===== src/hw/mdr_pkg.sv =====
package mdr_pkg;

   localparam int DATA_W = 32;
   localparam int ADDR_W = 16;
   localparam int IDX_W = 12;
   localparam int IDX_LSB = 2;
   localparam int BYTE_W = 8;
   localparam int HALF_W = 16;
   localparam int WORD_W = 32;
   localparam int NUM_REGS = 28;

   // Register indices; the byte address is four times the index
   localparam logic [IDX_W-1:0] REG_IDX [NUM_REGS] = '{
      12'h0f38, 12'h0f39, 12'h0f3a, 12'h0f3b,
      12'h0f3c, 12'h0f3d, 12'h0f3e, 12'h0f3f,
      12'h0f44, 12'h0f45, 12'h0f46, 12'h0f47,
      12'h0f80, 12'h0f81, 12'h0f82, 12'h0f83,
      12'h0f8c, 12'h0f8d, 12'h0f8e, 12'h0f8f,
      12'h0f90, 12'h0f91,
      12'h0f92, 12'h0f93, 12'h0f94, 12'h0f95,
      12'h0f96, 12'h0f97
   };
   localparam logic [IDX_W-1:0] IDX_CTRL = 12'h0f00;
   localparam logic [IDX_W-1:0] IDX_STAT = 12'h0f01;

   // First entry of each register group, most significant byte first
   localparam int E_M3A = 0;
   localparam int E_M3B = 2;
   localparam int E_M3P = 4;
   localparam int E_M2P = 8;
   localparam int E_D1A = 12;
   localparam int E_D0A = 16;
   localparam int E_D0B = 20;
   localparam int E_D0Q = 22;
   localparam int E_D0R = 26;

   localparam int CTRL_W = 7;
   localparam int UNIT_DIV0 = 0;
   localparam int UNIT_MUL2 = 2;
   localparam int UNIT_MUL3 = 3;
   localparam int STAT_BUSY_BIT = 0;
   localparam int CNT_W = 5;
   localparam logic [CNT_W-1:0] CNT_LAST = 5'h1f;

   localparam logic [1:0] RESP_OKAY = 2'h0;
   localparam logic [1:0] RESP_SLVERR = 2'h2;
   localparam logic [BYTE_W-1:0] BYTE_RST = 8'h00;

   typedef enum logic [2:0] {
      MODE_SMUL_SHL = 3'b000,
      MODE_SMUL = 3'b001,
      MODE_UMUL = 3'b010,
      MODE_UDIV = 3'b011,
      MODE_TRIG = 3'b100,
      MODE_ATAN = 3'b101,
      MODE_LPF = 3'b110,
      MODE_PID = 3'b111
   } mdr_mode_e;

   typedef enum logic {
      ST_IDLE = 1'b0,
      ST_DIV = 1'b1
   } mdr_state_e;

   typedef struct packed {
      logic [3:0] unit;
      mdr_mode_e mode;
   } mdr_ctrl_s;

endpackage


===== src/hw/mdr_regs.sv =====
// Decided for this implementation: the AXI4-Lite slave port.
`timescale 1ns/1ps
// Functional notes
// - Multiplier 3 multiplicand: 16-bit read/write register
// - Multiplier 3 multiplier: 16-bit read/write register
// - Multiplier 3 product lands in four bytes
// - Multiplier 2 product lands in four bytes
// - Divider 0 reads 32-bit dividend register
// - Divider 0 reads 16-bit divisor register
// - Divider 0 writes quotient and remainder
// - Divider 1 dividend held in four bytes
// - Mode field picks multiply kind or division
// - One-hot unit select write starts computation
module mdr_regs (
   input wire logic REF_CLK_IN,
   input wire logic SYS_RST_IN,
   input wire logic [mdr_pkg::ADDR_W-1:0] S_AXI_AWADDR_IN,
   input wire logic S_AXI_AWVALID_IN,
   output logic S_AXI_AWREADY_OUT,
   input wire logic [mdr_pkg::DATA_W-1:0] S_AXI_WDATA_IN,
   input wire logic [mdr_pkg::DATA_W/8-1:0] S_AXI_WSTRB_IN,
   input wire logic S_AXI_WVALID_IN,
   output logic S_AXI_WREADY_OUT,
   output logic [1:0] S_AXI_BRESP_OUT,
   output logic S_AXI_BVALID_OUT,
   input wire logic S_AXI_BREADY_IN,
   input wire logic [mdr_pkg::ADDR_W-1:0] S_AXI_ARADDR_IN,
   input wire logic S_AXI_ARVALID_IN,
   output logic S_AXI_ARREADY_OUT,
   output logic [mdr_pkg::DATA_W-1:0] S_AXI_RDATA_OUT,
   output logic [1:0] S_AXI_RRESP_OUT,
   output logic S_AXI_RVALID_OUT,
   input wire logic S_AXI_RREADY_IN,
   input wire logic [2*mdr_pkg::HALF_W-1:0] MULT2_OPERANDS_IN
);
   import mdr_pkg::*;

   logic awready_ff, wready_ff, bvalid_ff, arready_ff, rvalid_ff;
   logic [1:0] bresp_ff, rresp_ff;
   logic [DATA_W-1:0] rdata_ff, wdata_ff, rd_word;
   logic aw_held_ff, w_held_ff, wstrb0_ff;
   logic [ADDR_W-1:0] awaddr_ff;
   logic nxt_aw_held, nxt_w_held, nxt_rvalid;
   logic aw_fire, w_fire, ar_fire, b_done, sw_we, byte_wr;
   logic [IDX_W-1:0] wr_idx, rd_idx;
   logic wr_hit, rd_hit;

   logic [BYTE_W-1:0] regs_ff [NUM_REGS];
   logic [BYTE_W-1:0] hw_byte [NUM_REGS];
   logic [NUM_REGS-1:0] hw_we;

   mdr_ctrl_s wr_ctrl;
   mdr_mode_e mode_ff;
   mdr_state_e state_ff;
   logic ctrl_wr, is_mul, m3_go, m2_go, d0_go, div_done;
   logic [HALF_W-1:0] m3_a, m3_b, m2_a, m2_b, d0_b, d0_r;
   logic [WORD_W-1:0] m3_res, m2_res, d0_a, d0_q, m3_p, m2_p, d1_a;
   logic [CNT_W-1:0] cnt_ff;
   logic [HALF_W-1:0] rem_ff;
   logic [WORD_W-1:0] dq_ff;
   logic [HALF_W-1:0] dvs_ff;
   logic [HALF_W:0] shifted;
   logic [HALF_W+1:0] diff;
   logic [HALF_W-1:0] nxt_rem;
   logic [WORD_W-1:0] nxt_dq;

   function automatic logic mapped(input logic [IDX_W-1:0] idx);
      logic hit;
      hit = (idx == IDX_CTRL) || (idx == IDX_STAT);
      for (int e = 0; e < NUM_REGS; e++) begin
         if (idx == REG_IDX[e]) begin
            hit = 1'b1;
         end
      end
      return hit;
   endfunction

   function automatic logic [WORD_W-1:0] mul_calc(
      input mdr_mode_e mode,
      input logic [HALF_W-1:0] a,
      input logic [HALF_W-1:0] b
   );
      logic signed [WORD_W-1:0] sp;
      sp = WORD_W'($signed(a)) * WORD_W'($signed(b));
      case (mode)
         MODE_SMUL_SHL: mul_calc = {sp[WORD_W-2:0], 1'b0};
         MODE_SMUL: mul_calc = sp;
         default: mul_calc = WORD_W'(a) * WORD_W'(b);
      endcase
   endfunction

   ////////////////////////////////////////////////////////////////////////
   // AXI4-Lite write channel

   assign aw_fire = S_AXI_AWVALID_IN && awready_ff;
   assign w_fire = S_AXI_WVALID_IN && wready_ff;
   assign b_done = bvalid_ff && S_AXI_BREADY_IN;
   assign nxt_aw_held = aw_fire || (aw_held_ff && !b_done);
   assign nxt_w_held = w_fire || (w_held_ff && !b_done);
   assign sw_we = aw_held_ff && w_held_ff && !bvalid_ff;
   assign wr_idx = awaddr_ff[IDX_W+IDX_LSB-1:IDX_LSB];
   // Upper address bits must be clear, or the access is unmapped
   assign wr_hit = (awaddr_ff[ADDR_W-1:IDX_W+IDX_LSB] == '0) &&
                   mapped(wr_idx);
   // Registers are byte wide, so only lane 0 carries a write
   assign byte_wr = sw_we && wr_hit && wstrb0_ff;

   always_ff @(posedge REF_CLK_IN) begin
      if (SYS_RST_IN) begin
         aw_held_ff <= 1'b0;
         w_held_ff <= 1'b0;
         awready_ff <= 1'b0;
         wready_ff <= 1'b0;
      end else begin
         aw_held_ff <= nxt_aw_held;
         w_held_ff <= nxt_w_held;
         awready_ff <= !nxt_aw_held;
         wready_ff <= !nxt_w_held;
      end
   end

   always_ff @(posedge REF_CLK_IN) begin
      if (SYS_RST_IN) begin
         awaddr_ff <= '0;
         wdata_ff <= '0;
         wstrb0_ff <= 1'b0;
      end else begin
         if (aw_fire) begin
            awaddr_ff <= S_AXI_AWADDR_IN;
         end
         if (w_fire) begin
            wdata_ff <= S_AXI_WDATA_IN;
            wstrb0_ff <= S_AXI_WSTRB_IN[0];
         end
      end
   end

   always_ff @(posedge REF_CLK_IN) begin
      if (SYS_RST_IN) begin
         bvalid_ff <= 1'b0;
         bresp_ff <= RESP_OKAY;
      end else if (sw_we) begin
         bvalid_ff <= 1'b1;
         bresp_ff <= wr_hit ? RESP_OKAY : RESP_SLVERR;
      end else if (b_done) begin
         bvalid_ff <= 1'b0;
      end
   end

   ////////////////////////////////////////////////////////////////////////
   // AXI4-Lite read channel

   assign ar_fire = S_AXI_ARVALID_IN && arready_ff;
   assign nxt_rvalid = ar_fire || (rvalid_ff && !S_AXI_RREADY_IN);
   assign rd_idx = S_AXI_ARADDR_IN[IDX_W+IDX_LSB-1:IDX_LSB];
   assign rd_hit = (S_AXI_ARADDR_IN[ADDR_W-1:IDX_W+IDX_LSB] == '0) &&
                   mapped(rd_idx);

   always_comb begin
      rd_word = '0;
      if (rd_hit) begin
         if (rd_idx == IDX_CTRL) begin
            rd_word[CTRL_W-1:0] = {4'h0, mode_ff};
         end
         if (rd_idx == IDX_STAT) begin
            rd_word[STAT_BUSY_BIT] = (state_ff == ST_DIV);
         end
         for (int e = 0; e < NUM_REGS; e++) begin
            if (rd_idx == REG_IDX[e]) begin
               rd_word[BYTE_W-1:0] = regs_ff[e];
            end
         end
      end
   end

   always_ff @(posedge REF_CLK_IN) begin
      if (SYS_RST_IN) begin
         rvalid_ff <= 1'b0;
         arready_ff <= 1'b0;
         rdata_ff <= '0;
         rresp_ff <= RESP_OKAY;
      end else begin
         rvalid_ff <= nxt_rvalid;
         arready_ff <= !nxt_rvalid;
         if (ar_fire) begin
            rdata_ff <= rd_word;
            rresp_ff <= rd_hit ? RESP_OKAY : RESP_SLVERR;
         end
      end
   end

   ////////////////////////////////////////////////////////////////////////
   // Operand views and control decode

   assign m3_a = {regs_ff[E_M3A], regs_ff[E_M3A+1]};
   assign m3_b = {regs_ff[E_M3B], regs_ff[E_M3B+1]};
   assign m3_p = {regs_ff[E_M3P], regs_ff[E_M3P+1],
                  regs_ff[E_M3P+2], regs_ff[E_M3P+3]};
   assign m2_p = {regs_ff[E_M2P], regs_ff[E_M2P+1],
                  regs_ff[E_M2P+2], regs_ff[E_M2P+3]};
   assign d1_a = {regs_ff[E_D1A], regs_ff[E_D1A+1],
                  regs_ff[E_D1A+2], regs_ff[E_D1A+3]};
   assign d0_a = {regs_ff[E_D0A], regs_ff[E_D0A+1],
                  regs_ff[E_D0A+2], regs_ff[E_D0A+3]};
   assign d0_b = {regs_ff[E_D0B], regs_ff[E_D0B+1]};
   assign d0_q = {regs_ff[E_D0Q], regs_ff[E_D0Q+1],
                  regs_ff[E_D0Q+2], regs_ff[E_D0Q+3]};
   assign d0_r = {regs_ff[E_D0R], regs_ff[E_D0R+1]};
   // Unit 2 operand registers live outside this block
   assign m2_a = MULT2_OPERANDS_IN[2*HALF_W-1:HALF_W];
   assign m2_b = MULT2_OPERANDS_IN[HALF_W-1:0];

   assign wr_ctrl = mdr_ctrl_s'(wdata_ff[CTRL_W-1:0]);
   assign ctrl_wr = byte_wr && (wr_idx == IDX_CTRL);
   assign is_mul = (wr_ctrl.mode == MODE_SMUL_SHL) ||
                   (wr_ctrl.mode == MODE_SMUL) ||
                   (wr_ctrl.mode == MODE_UMUL);
   // Unit bits 0, 2 and 3 each start their own unit, bit 1 starts none; modes a unit lacks are ignored
   assign m3_go = ctrl_wr && wr_ctrl.unit[UNIT_MUL3] && is_mul;
   assign m2_go = ctrl_wr && wr_ctrl.unit[UNIT_MUL2] && is_mul;
   // A start while dividing is dropped so the running result stays whole
   assign d0_go = ctrl_wr && wr_ctrl.unit[UNIT_DIV0] &&
                  (wr_ctrl.mode == MODE_UDIV) &&
                  (state_ff == ST_IDLE);
   assign m3_res = mul_calc(wr_ctrl.mode, m3_a, m3_b);
   assign m2_res = mul_calc(wr_ctrl.mode, m2_a, m2_b);

   always_ff @(posedge REF_CLK_IN) begin
      if (SYS_RST_IN) begin
         mode_ff <= MODE_SMUL_SHL;
      end else if (ctrl_wr) begin
         mode_ff <= wr_ctrl.mode;
      end
   end

   ////////////////////////////////////////////////////////////////////////
   // Divider 0: restoring, one quotient bit per clock

   // Divide by zero needs no special case: quotient all ones,
   // remainder ends as the low half of the dividend
   assign shifted = {rem_ff, dq_ff[WORD_W-1]};
   assign diff = {1'b0, shifted} - {2'b00, dvs_ff};
   assign nxt_rem = diff[HALF_W+1] ? shifted[HALF_W-1:0] :
                    diff[HALF_W-1:0];
   assign nxt_dq = {dq_ff[WORD_W-2:0], !diff[HALF_W+1]};
   assign div_done = (state_ff == ST_DIV) && (cnt_ff == CNT_LAST);

   always_ff @(posedge REF_CLK_IN) begin
      if (SYS_RST_IN) begin
         state_ff <= ST_IDLE;
         cnt_ff <= '0;
      end else begin
         unique case (state_ff)
            ST_IDLE: begin
               cnt_ff <= '0;
               if (d0_go) begin
                  state_ff <= ST_DIV;
               end
            end
            ST_DIV: begin
               cnt_ff <= cnt_ff + 1'b1;
               if (div_done) begin
                  state_ff <= ST_IDLE;
               end
            end
         endcase
      end
   end

   // Operands are captured so later writes cannot corrupt a division
   always_ff @(posedge REF_CLK_IN) begin
      if (SYS_RST_IN) begin
         rem_ff <= '0;
         dq_ff <= '0;
         dvs_ff <= '0;
      end else if (d0_go) begin
         rem_ff <= '0;
         dq_ff <= d0_a;
         dvs_ff <= d0_b;
      end else if (state_ff == ST_DIV) begin
         rem_ff <= nxt_rem;
         dq_ff <= nxt_dq;
      end
   end

   ////////////////////////////////////////////////////////////////////////
   // Byte registers; a result beats a software write to the same byte

   always_comb begin
      hw_we = '0;
      for (int e = 0; e < NUM_REGS; e++) begin
         hw_byte[e] = BYTE_RST;
      end
      for (int k = 0; k < WORD_W / BYTE_W; k++) begin
         hw_byte[E_M3P+k] = m3_res[WORD_W-1-BYTE_W*k -: BYTE_W];
         hw_we[E_M3P+k] = m3_go;
         hw_byte[E_M2P+k] = m2_res[WORD_W-1-BYTE_W*k -: BYTE_W];
         hw_we[E_M2P+k] = m2_go;
         hw_byte[E_D0Q+k] = nxt_dq[WORD_W-1-BYTE_W*k -: BYTE_W];
         hw_we[E_D0Q+k] = div_done;
      end
      for (int k = 0; k < HALF_W / BYTE_W; k++) begin
         hw_byte[E_D0R+k] = nxt_rem[HALF_W-1-BYTE_W*k -: BYTE_W];
         hw_we[E_D0R+k] = div_done;
      end
   end

   for (genvar e = 0; e < NUM_REGS; e++) begin : g_reg
      always_ff @(posedge REF_CLK_IN) begin
         if (SYS_RST_IN) begin
            regs_ff[e] <= BYTE_RST;
         end else if (hw_we[e]) begin
            regs_ff[e] <= hw_byte[e];
         end else if (byte_wr && (wr_idx == REG_IDX[e])) begin
            regs_ff[e] <= wdata_ff[BYTE_W-1:0];
         end
      end
   end

   assign S_AXI_AWREADY_OUT = awready_ff;
   assign S_AXI_WREADY_OUT = wready_ff;
   assign S_AXI_BVALID_OUT = bvalid_ff;
   assign S_AXI_BRESP_OUT = bresp_ff;
   assign S_AXI_ARREADY_OUT = arready_ff;
   assign S_AXI_RVALID_OUT = rvalid_ff;
   assign S_AXI_RDATA_OUT = rdata_ff;
   assign S_AXI_RRESP_OUT = rresp_ff;

   ////////////////////////////////////////////////////////////////////////
   // Assertions

   logic [WORD_W-1:0] dvd_chk_ff;

   always_ff @(posedge REF_CLK_IN) begin
      if (SYS_RST_IN) begin
         dvd_chk_ff <= '0;
      end else if (d0_go) begin
         dvd_chk_ff <= d0_a;
      end
   end
endmodule


===== config.mk =====
export PLATFORM = sky130hd
export DESIGN_NAME = mdr_regs
export DESIGN_NICKNAME = d
export VERILOG_FILES = /design/src/hw/mdr_pkg.sv /design/src/hw/mdr_regs.sv
export SDC_FILE = /design/constraint.sdc
export NUM_CORES = 2
export LEC_CHECK = 0
export ABC_AREA = 1
export BUFFER_PORTS_ARGS = -buffer_cell sky130_fd_sc_hd__buf_4
export CAP_MARGIN = 20
export CORE_ASPECT_RATIO = 0.7
export CORE_MARGIN = 5
export CORE_UTILIZATION = 49
export CTS_CLUSTER_DIAMETER = 100
export DETAILED_ROUTE_END_ITERATION = 6
export PLACE_DENSITY = 0.75
export SKIP_LAST_GASP = 1
export SLEW_MARGIN = 20
export SYNTH_ARGS = -nofsm -noshare
export SYNTH_HDL_FRONTEND = slang
export SYNTH_SLANG_ARGS = --single-unit

===== constraint.sdc =====
create_clock -name REF_CLK_IN -period 10.7 [get_ports REF_CLK_IN]
set_clock_uncertainty 0.1 [all_clocks]
set_input_delay 2.14 -clock REF_CLK_IN [delete_from_list [all_inputs] [get_ports REF_CLK_IN]]
set_output_delay 2.14 -clock REF_CLK_IN [all_outputs]
set_load 0.02 [all_outputs]

==> impl_metrics.csv <==
group,metric,value,unit
power,vdd_drop_max,0.000420,V
critical_path,crit_top_cell,"nand2_1",
route,drc,2,
power,p_comb_frac,0.804,
grt,grt_usage,0.253,
critical_path,crit_type,"in -> reg",
floorplan,rows,94,
synthesis,ys.flop_type,"edfxtp_1",
synthesis,synth_top_area_frac,0.318,
synthesis,synth_seq_area_share,0.195,
sta,worst_pin_slew,1200,ps
power,powerDensity,270,nW/um2
sta,fmax,0.122,GHz
outcome,violations,"design-rule violations",
sta,finalSetupTns,0,ps
sta,rsz0062_at_grt,"no",
power,total_leakage_power,24.6,nW
grt,grt_pass1_vias,37003,
sta,hold_viol,0,
synthesis,netlist_area,46100,um2
finish,multiInputGateArea,30900,um2
placed_design,portBuffers,90,
clock_tree,worstSkewPairLatency,600,ps
floorplan,num_io_pins,148,
critical_path,crit_path_max_incr_delay,540,ps
grt,overflow,0,
sta,maxSlewViolCount,0,
run,maxCapViolCount,0,
placed_design,place_congestion,0.998,
power,p_seq_frac,0.111,
floorplan,initial_utilization,0.492,
route,drt-pass1-iter-count,7,
synthesis,synth-seq-cells,337,
power,swShare,0.531,
clock_tree,cts_resized,0,
finish,syn_to_final_growth,5.78,%
sta,final.min_clock_period,8220,ps
sta,slew_headroom,0.197,
critical_path,crit_arrival,8550,ps
route,routed_wl,128000,um
sta,fin_crit_sh,0.768,
clock_tree,cts_max_level,1,
finish,final_common_cell,"inv_1",
route,drt.antenna.violating_nets,0,
sta,setup_viol,0,
synthesis,async_reset_ff_frac,0,
critical_path,crit_fanout,17,
synthesis,synth_area_per_cell,8.24,um2
route,vias,37068,
route,post_drt_wl_per_cell,18.8,um
grt,grt_antenna_before_repair,6,
floorplan,dieHeight,267,um
finish,fin_area,48800,um2
synthesis,synth_edf_count,224,
floorplan,die_x,377,um
synthesis,yosys.cell_types.count,56,
power,netSwitchingPower,6.99,mW
synthesis,synth_area_leaders,"fa_1 (32%), edfxtp_1 (15%), inv_1 (11%)",
clock_tree,cts_setup_buffers,0,
power,p_int,6.19,mW
power,total_power,13.2,mW
finish,nFillCells,8679,
critical_path,crit_required,11020,ps
finish,seqCellArea,8990,um2
finish,final_core_util,0.521,
outcome,outcome,"finished with violations",
synthesis,yosysTopAreaCell,"fa_1",
clock_tree,clk_pin_slew_worst_paths,70,ps
clock_tree,numCtsBuffers,30,
route,drt_first_iter_violations,3793,
sta,holdWs,348,ps
route,viasPerCell,5.44,
finish,nets,6704,
critical_path,cp-start-kind,"input pin",
power,clkPwrFrac,0.085,
clock_tree,cts_sinks,337,
synthesis,yosys_warnings,0,
clock_tree,cts_tree,"built",
grt,grt_max_degree,76,
worst_hold_path,min_path_type,"reg -> reg",
synthesis,syn_inst,5597,
floorplan,core,93600,um2
clock_tree,root_buffer,"clkbuf_16",
clock_tree,cts_hold_buf,0,
finish,final_cell_mix,"inv_1 (1376), nand2_1 (1088), fa_1 (733), nor2_1 (377), ha_1 (322)",
finish,drive_gt1_frac,0.0440,
floorplan,dieArea,100000,um2
placed_design,hpwl,103000,um
clock_tree,cts_buffer_depth,3,
placed_design,placed_cell_area,47700,um2
grt,grt_first_pass_wirelength,203000,um
critical_path,cp-end-kind,"flip-flop",
critical_path,slowest_stage,"fa_1",
[critical path, delay by kind of cell]
family	cells	cell delay (ps)
and+or+nand+nor	12	970
buffers and inverters	9	800
AOI/OAI and AO/OA	5	970
xor gates and xnor gates	1	200
adders and majority gates	7	3440
[cell usage after synthesis, types with 2 or more instances]
cell type,number
o31ai_1,7
nor2_1,377
edfxtp_1,224
o21ai_2,2
inv_1,1380
a21o_1,13
ha_1,322
buf_1,11
a21boi_0,6
inv_2,12
o21ai_1,53
clkbuf_1,201
nor3_1,34
a21boi_1,5
nand2_2,6
a221oi_1,4
a211oi_1,7
xnor2_1,52
o221ai_1,24
nor4_1,8
o211ai_1,29
nand2_4,2
o21bai_1,7
buf_2,9
a31oi_1,26
buf_4,28
nand3b_1,3
fa_1,733
dfxtp_1,113
o21ai_0,205
clkinv_1,5
nor3_2,5
o22ai_1,67
or2_2,15
a21oi_1,246
buf_6,2
o21a_1,8
xor2_1,70
nand4_1,53
nand2_1,1089
nor2_4,4
o32ai_1,4
nand3_1,112
a2111oi_0,2
[sequential cells by signal (all words and copies together) (netlist names), 3 cells and up]
name             flops
dq_ff               32
wdata_ff             8
dvs_ff              16
mode_ff              3
awaddr_ff           14
cnt_ff               5
rem_ff              16
regs_ff            224
S_AXI_RDATA_OUT      8
[through the flow]
step           setup slack [ps]  std cells
2_1_floorplan              2290       5622
3_3_place_gp               1910       6758
3_5_place_dp               1840       6758
4_1_cts                    2470       6814
5_1_grt                    2020       6818
6_report                   2480       6819
[worst paths after layout]
kind | startpoint | end | slack, ps | cells past startpoint
hold reg to reg | cnt_ff[0] | cnt_ff[0] | 350 | 1
hold / removal | cnt_ff[0] | cnt_ff[0] | 350 | 1
setup reg to reg | regs_ff[0][0] | regs_ff[1][7] | 2970 | 26
setup / recovery | MULT2_OPERANDS_IN[15] | regs_ff[2][5] | 2480 | 34
[cell families (layout without fill, tap and decap cells)]
kind of cell    count (synthesis)  after routing  share of synthesized area
buf+inv                      1649           1593                      0.137
compound gates                716            716                     0.0877
other cells                     1             31                  0.0000813
simple gates                 1717           1717                      0.151
fa+ha+maj                    1055           1055                      0.406
xor+xnor                      122            122                     0.0232
flops                         337            337                      0.195
[layer usage]
layer,up-vias,share of wire,global-route usage
met2,2071,0.42,0.371
met4,6,0.020,0.0469
met3,208,0.13,0.0640
li1,16897,-,-
met5,-,0.0010,0.00472
met1,17886,0.43,0.383
[power groups by stage]
stage,sequential (mW),combinational [mW],clock (mW)
after CTS,1.46,10.5,1.13
final,1.46,10.6,1.13
after detailed placement,1.48,10.4,0
after global placement,1.48,10.2,0
after global routing,1.46,12.0,1.19
after floorplan,1.46,8.03,0
[layout make-up]
type / count / share of cell area
well taps: 1248 / 0.0320
repair buffers: 139 / 0.0214
inverters: 1398 / 0.108
multi-input cells: 3636 / 0.634
diodes: 5 / 0.000257
clock inverters: 14 / 0.00341
clock buffers: 42 / 0.0172
flip-flops and latches: 337 / 0.184
Note: power is estimated with default switching activity, not from simulation.
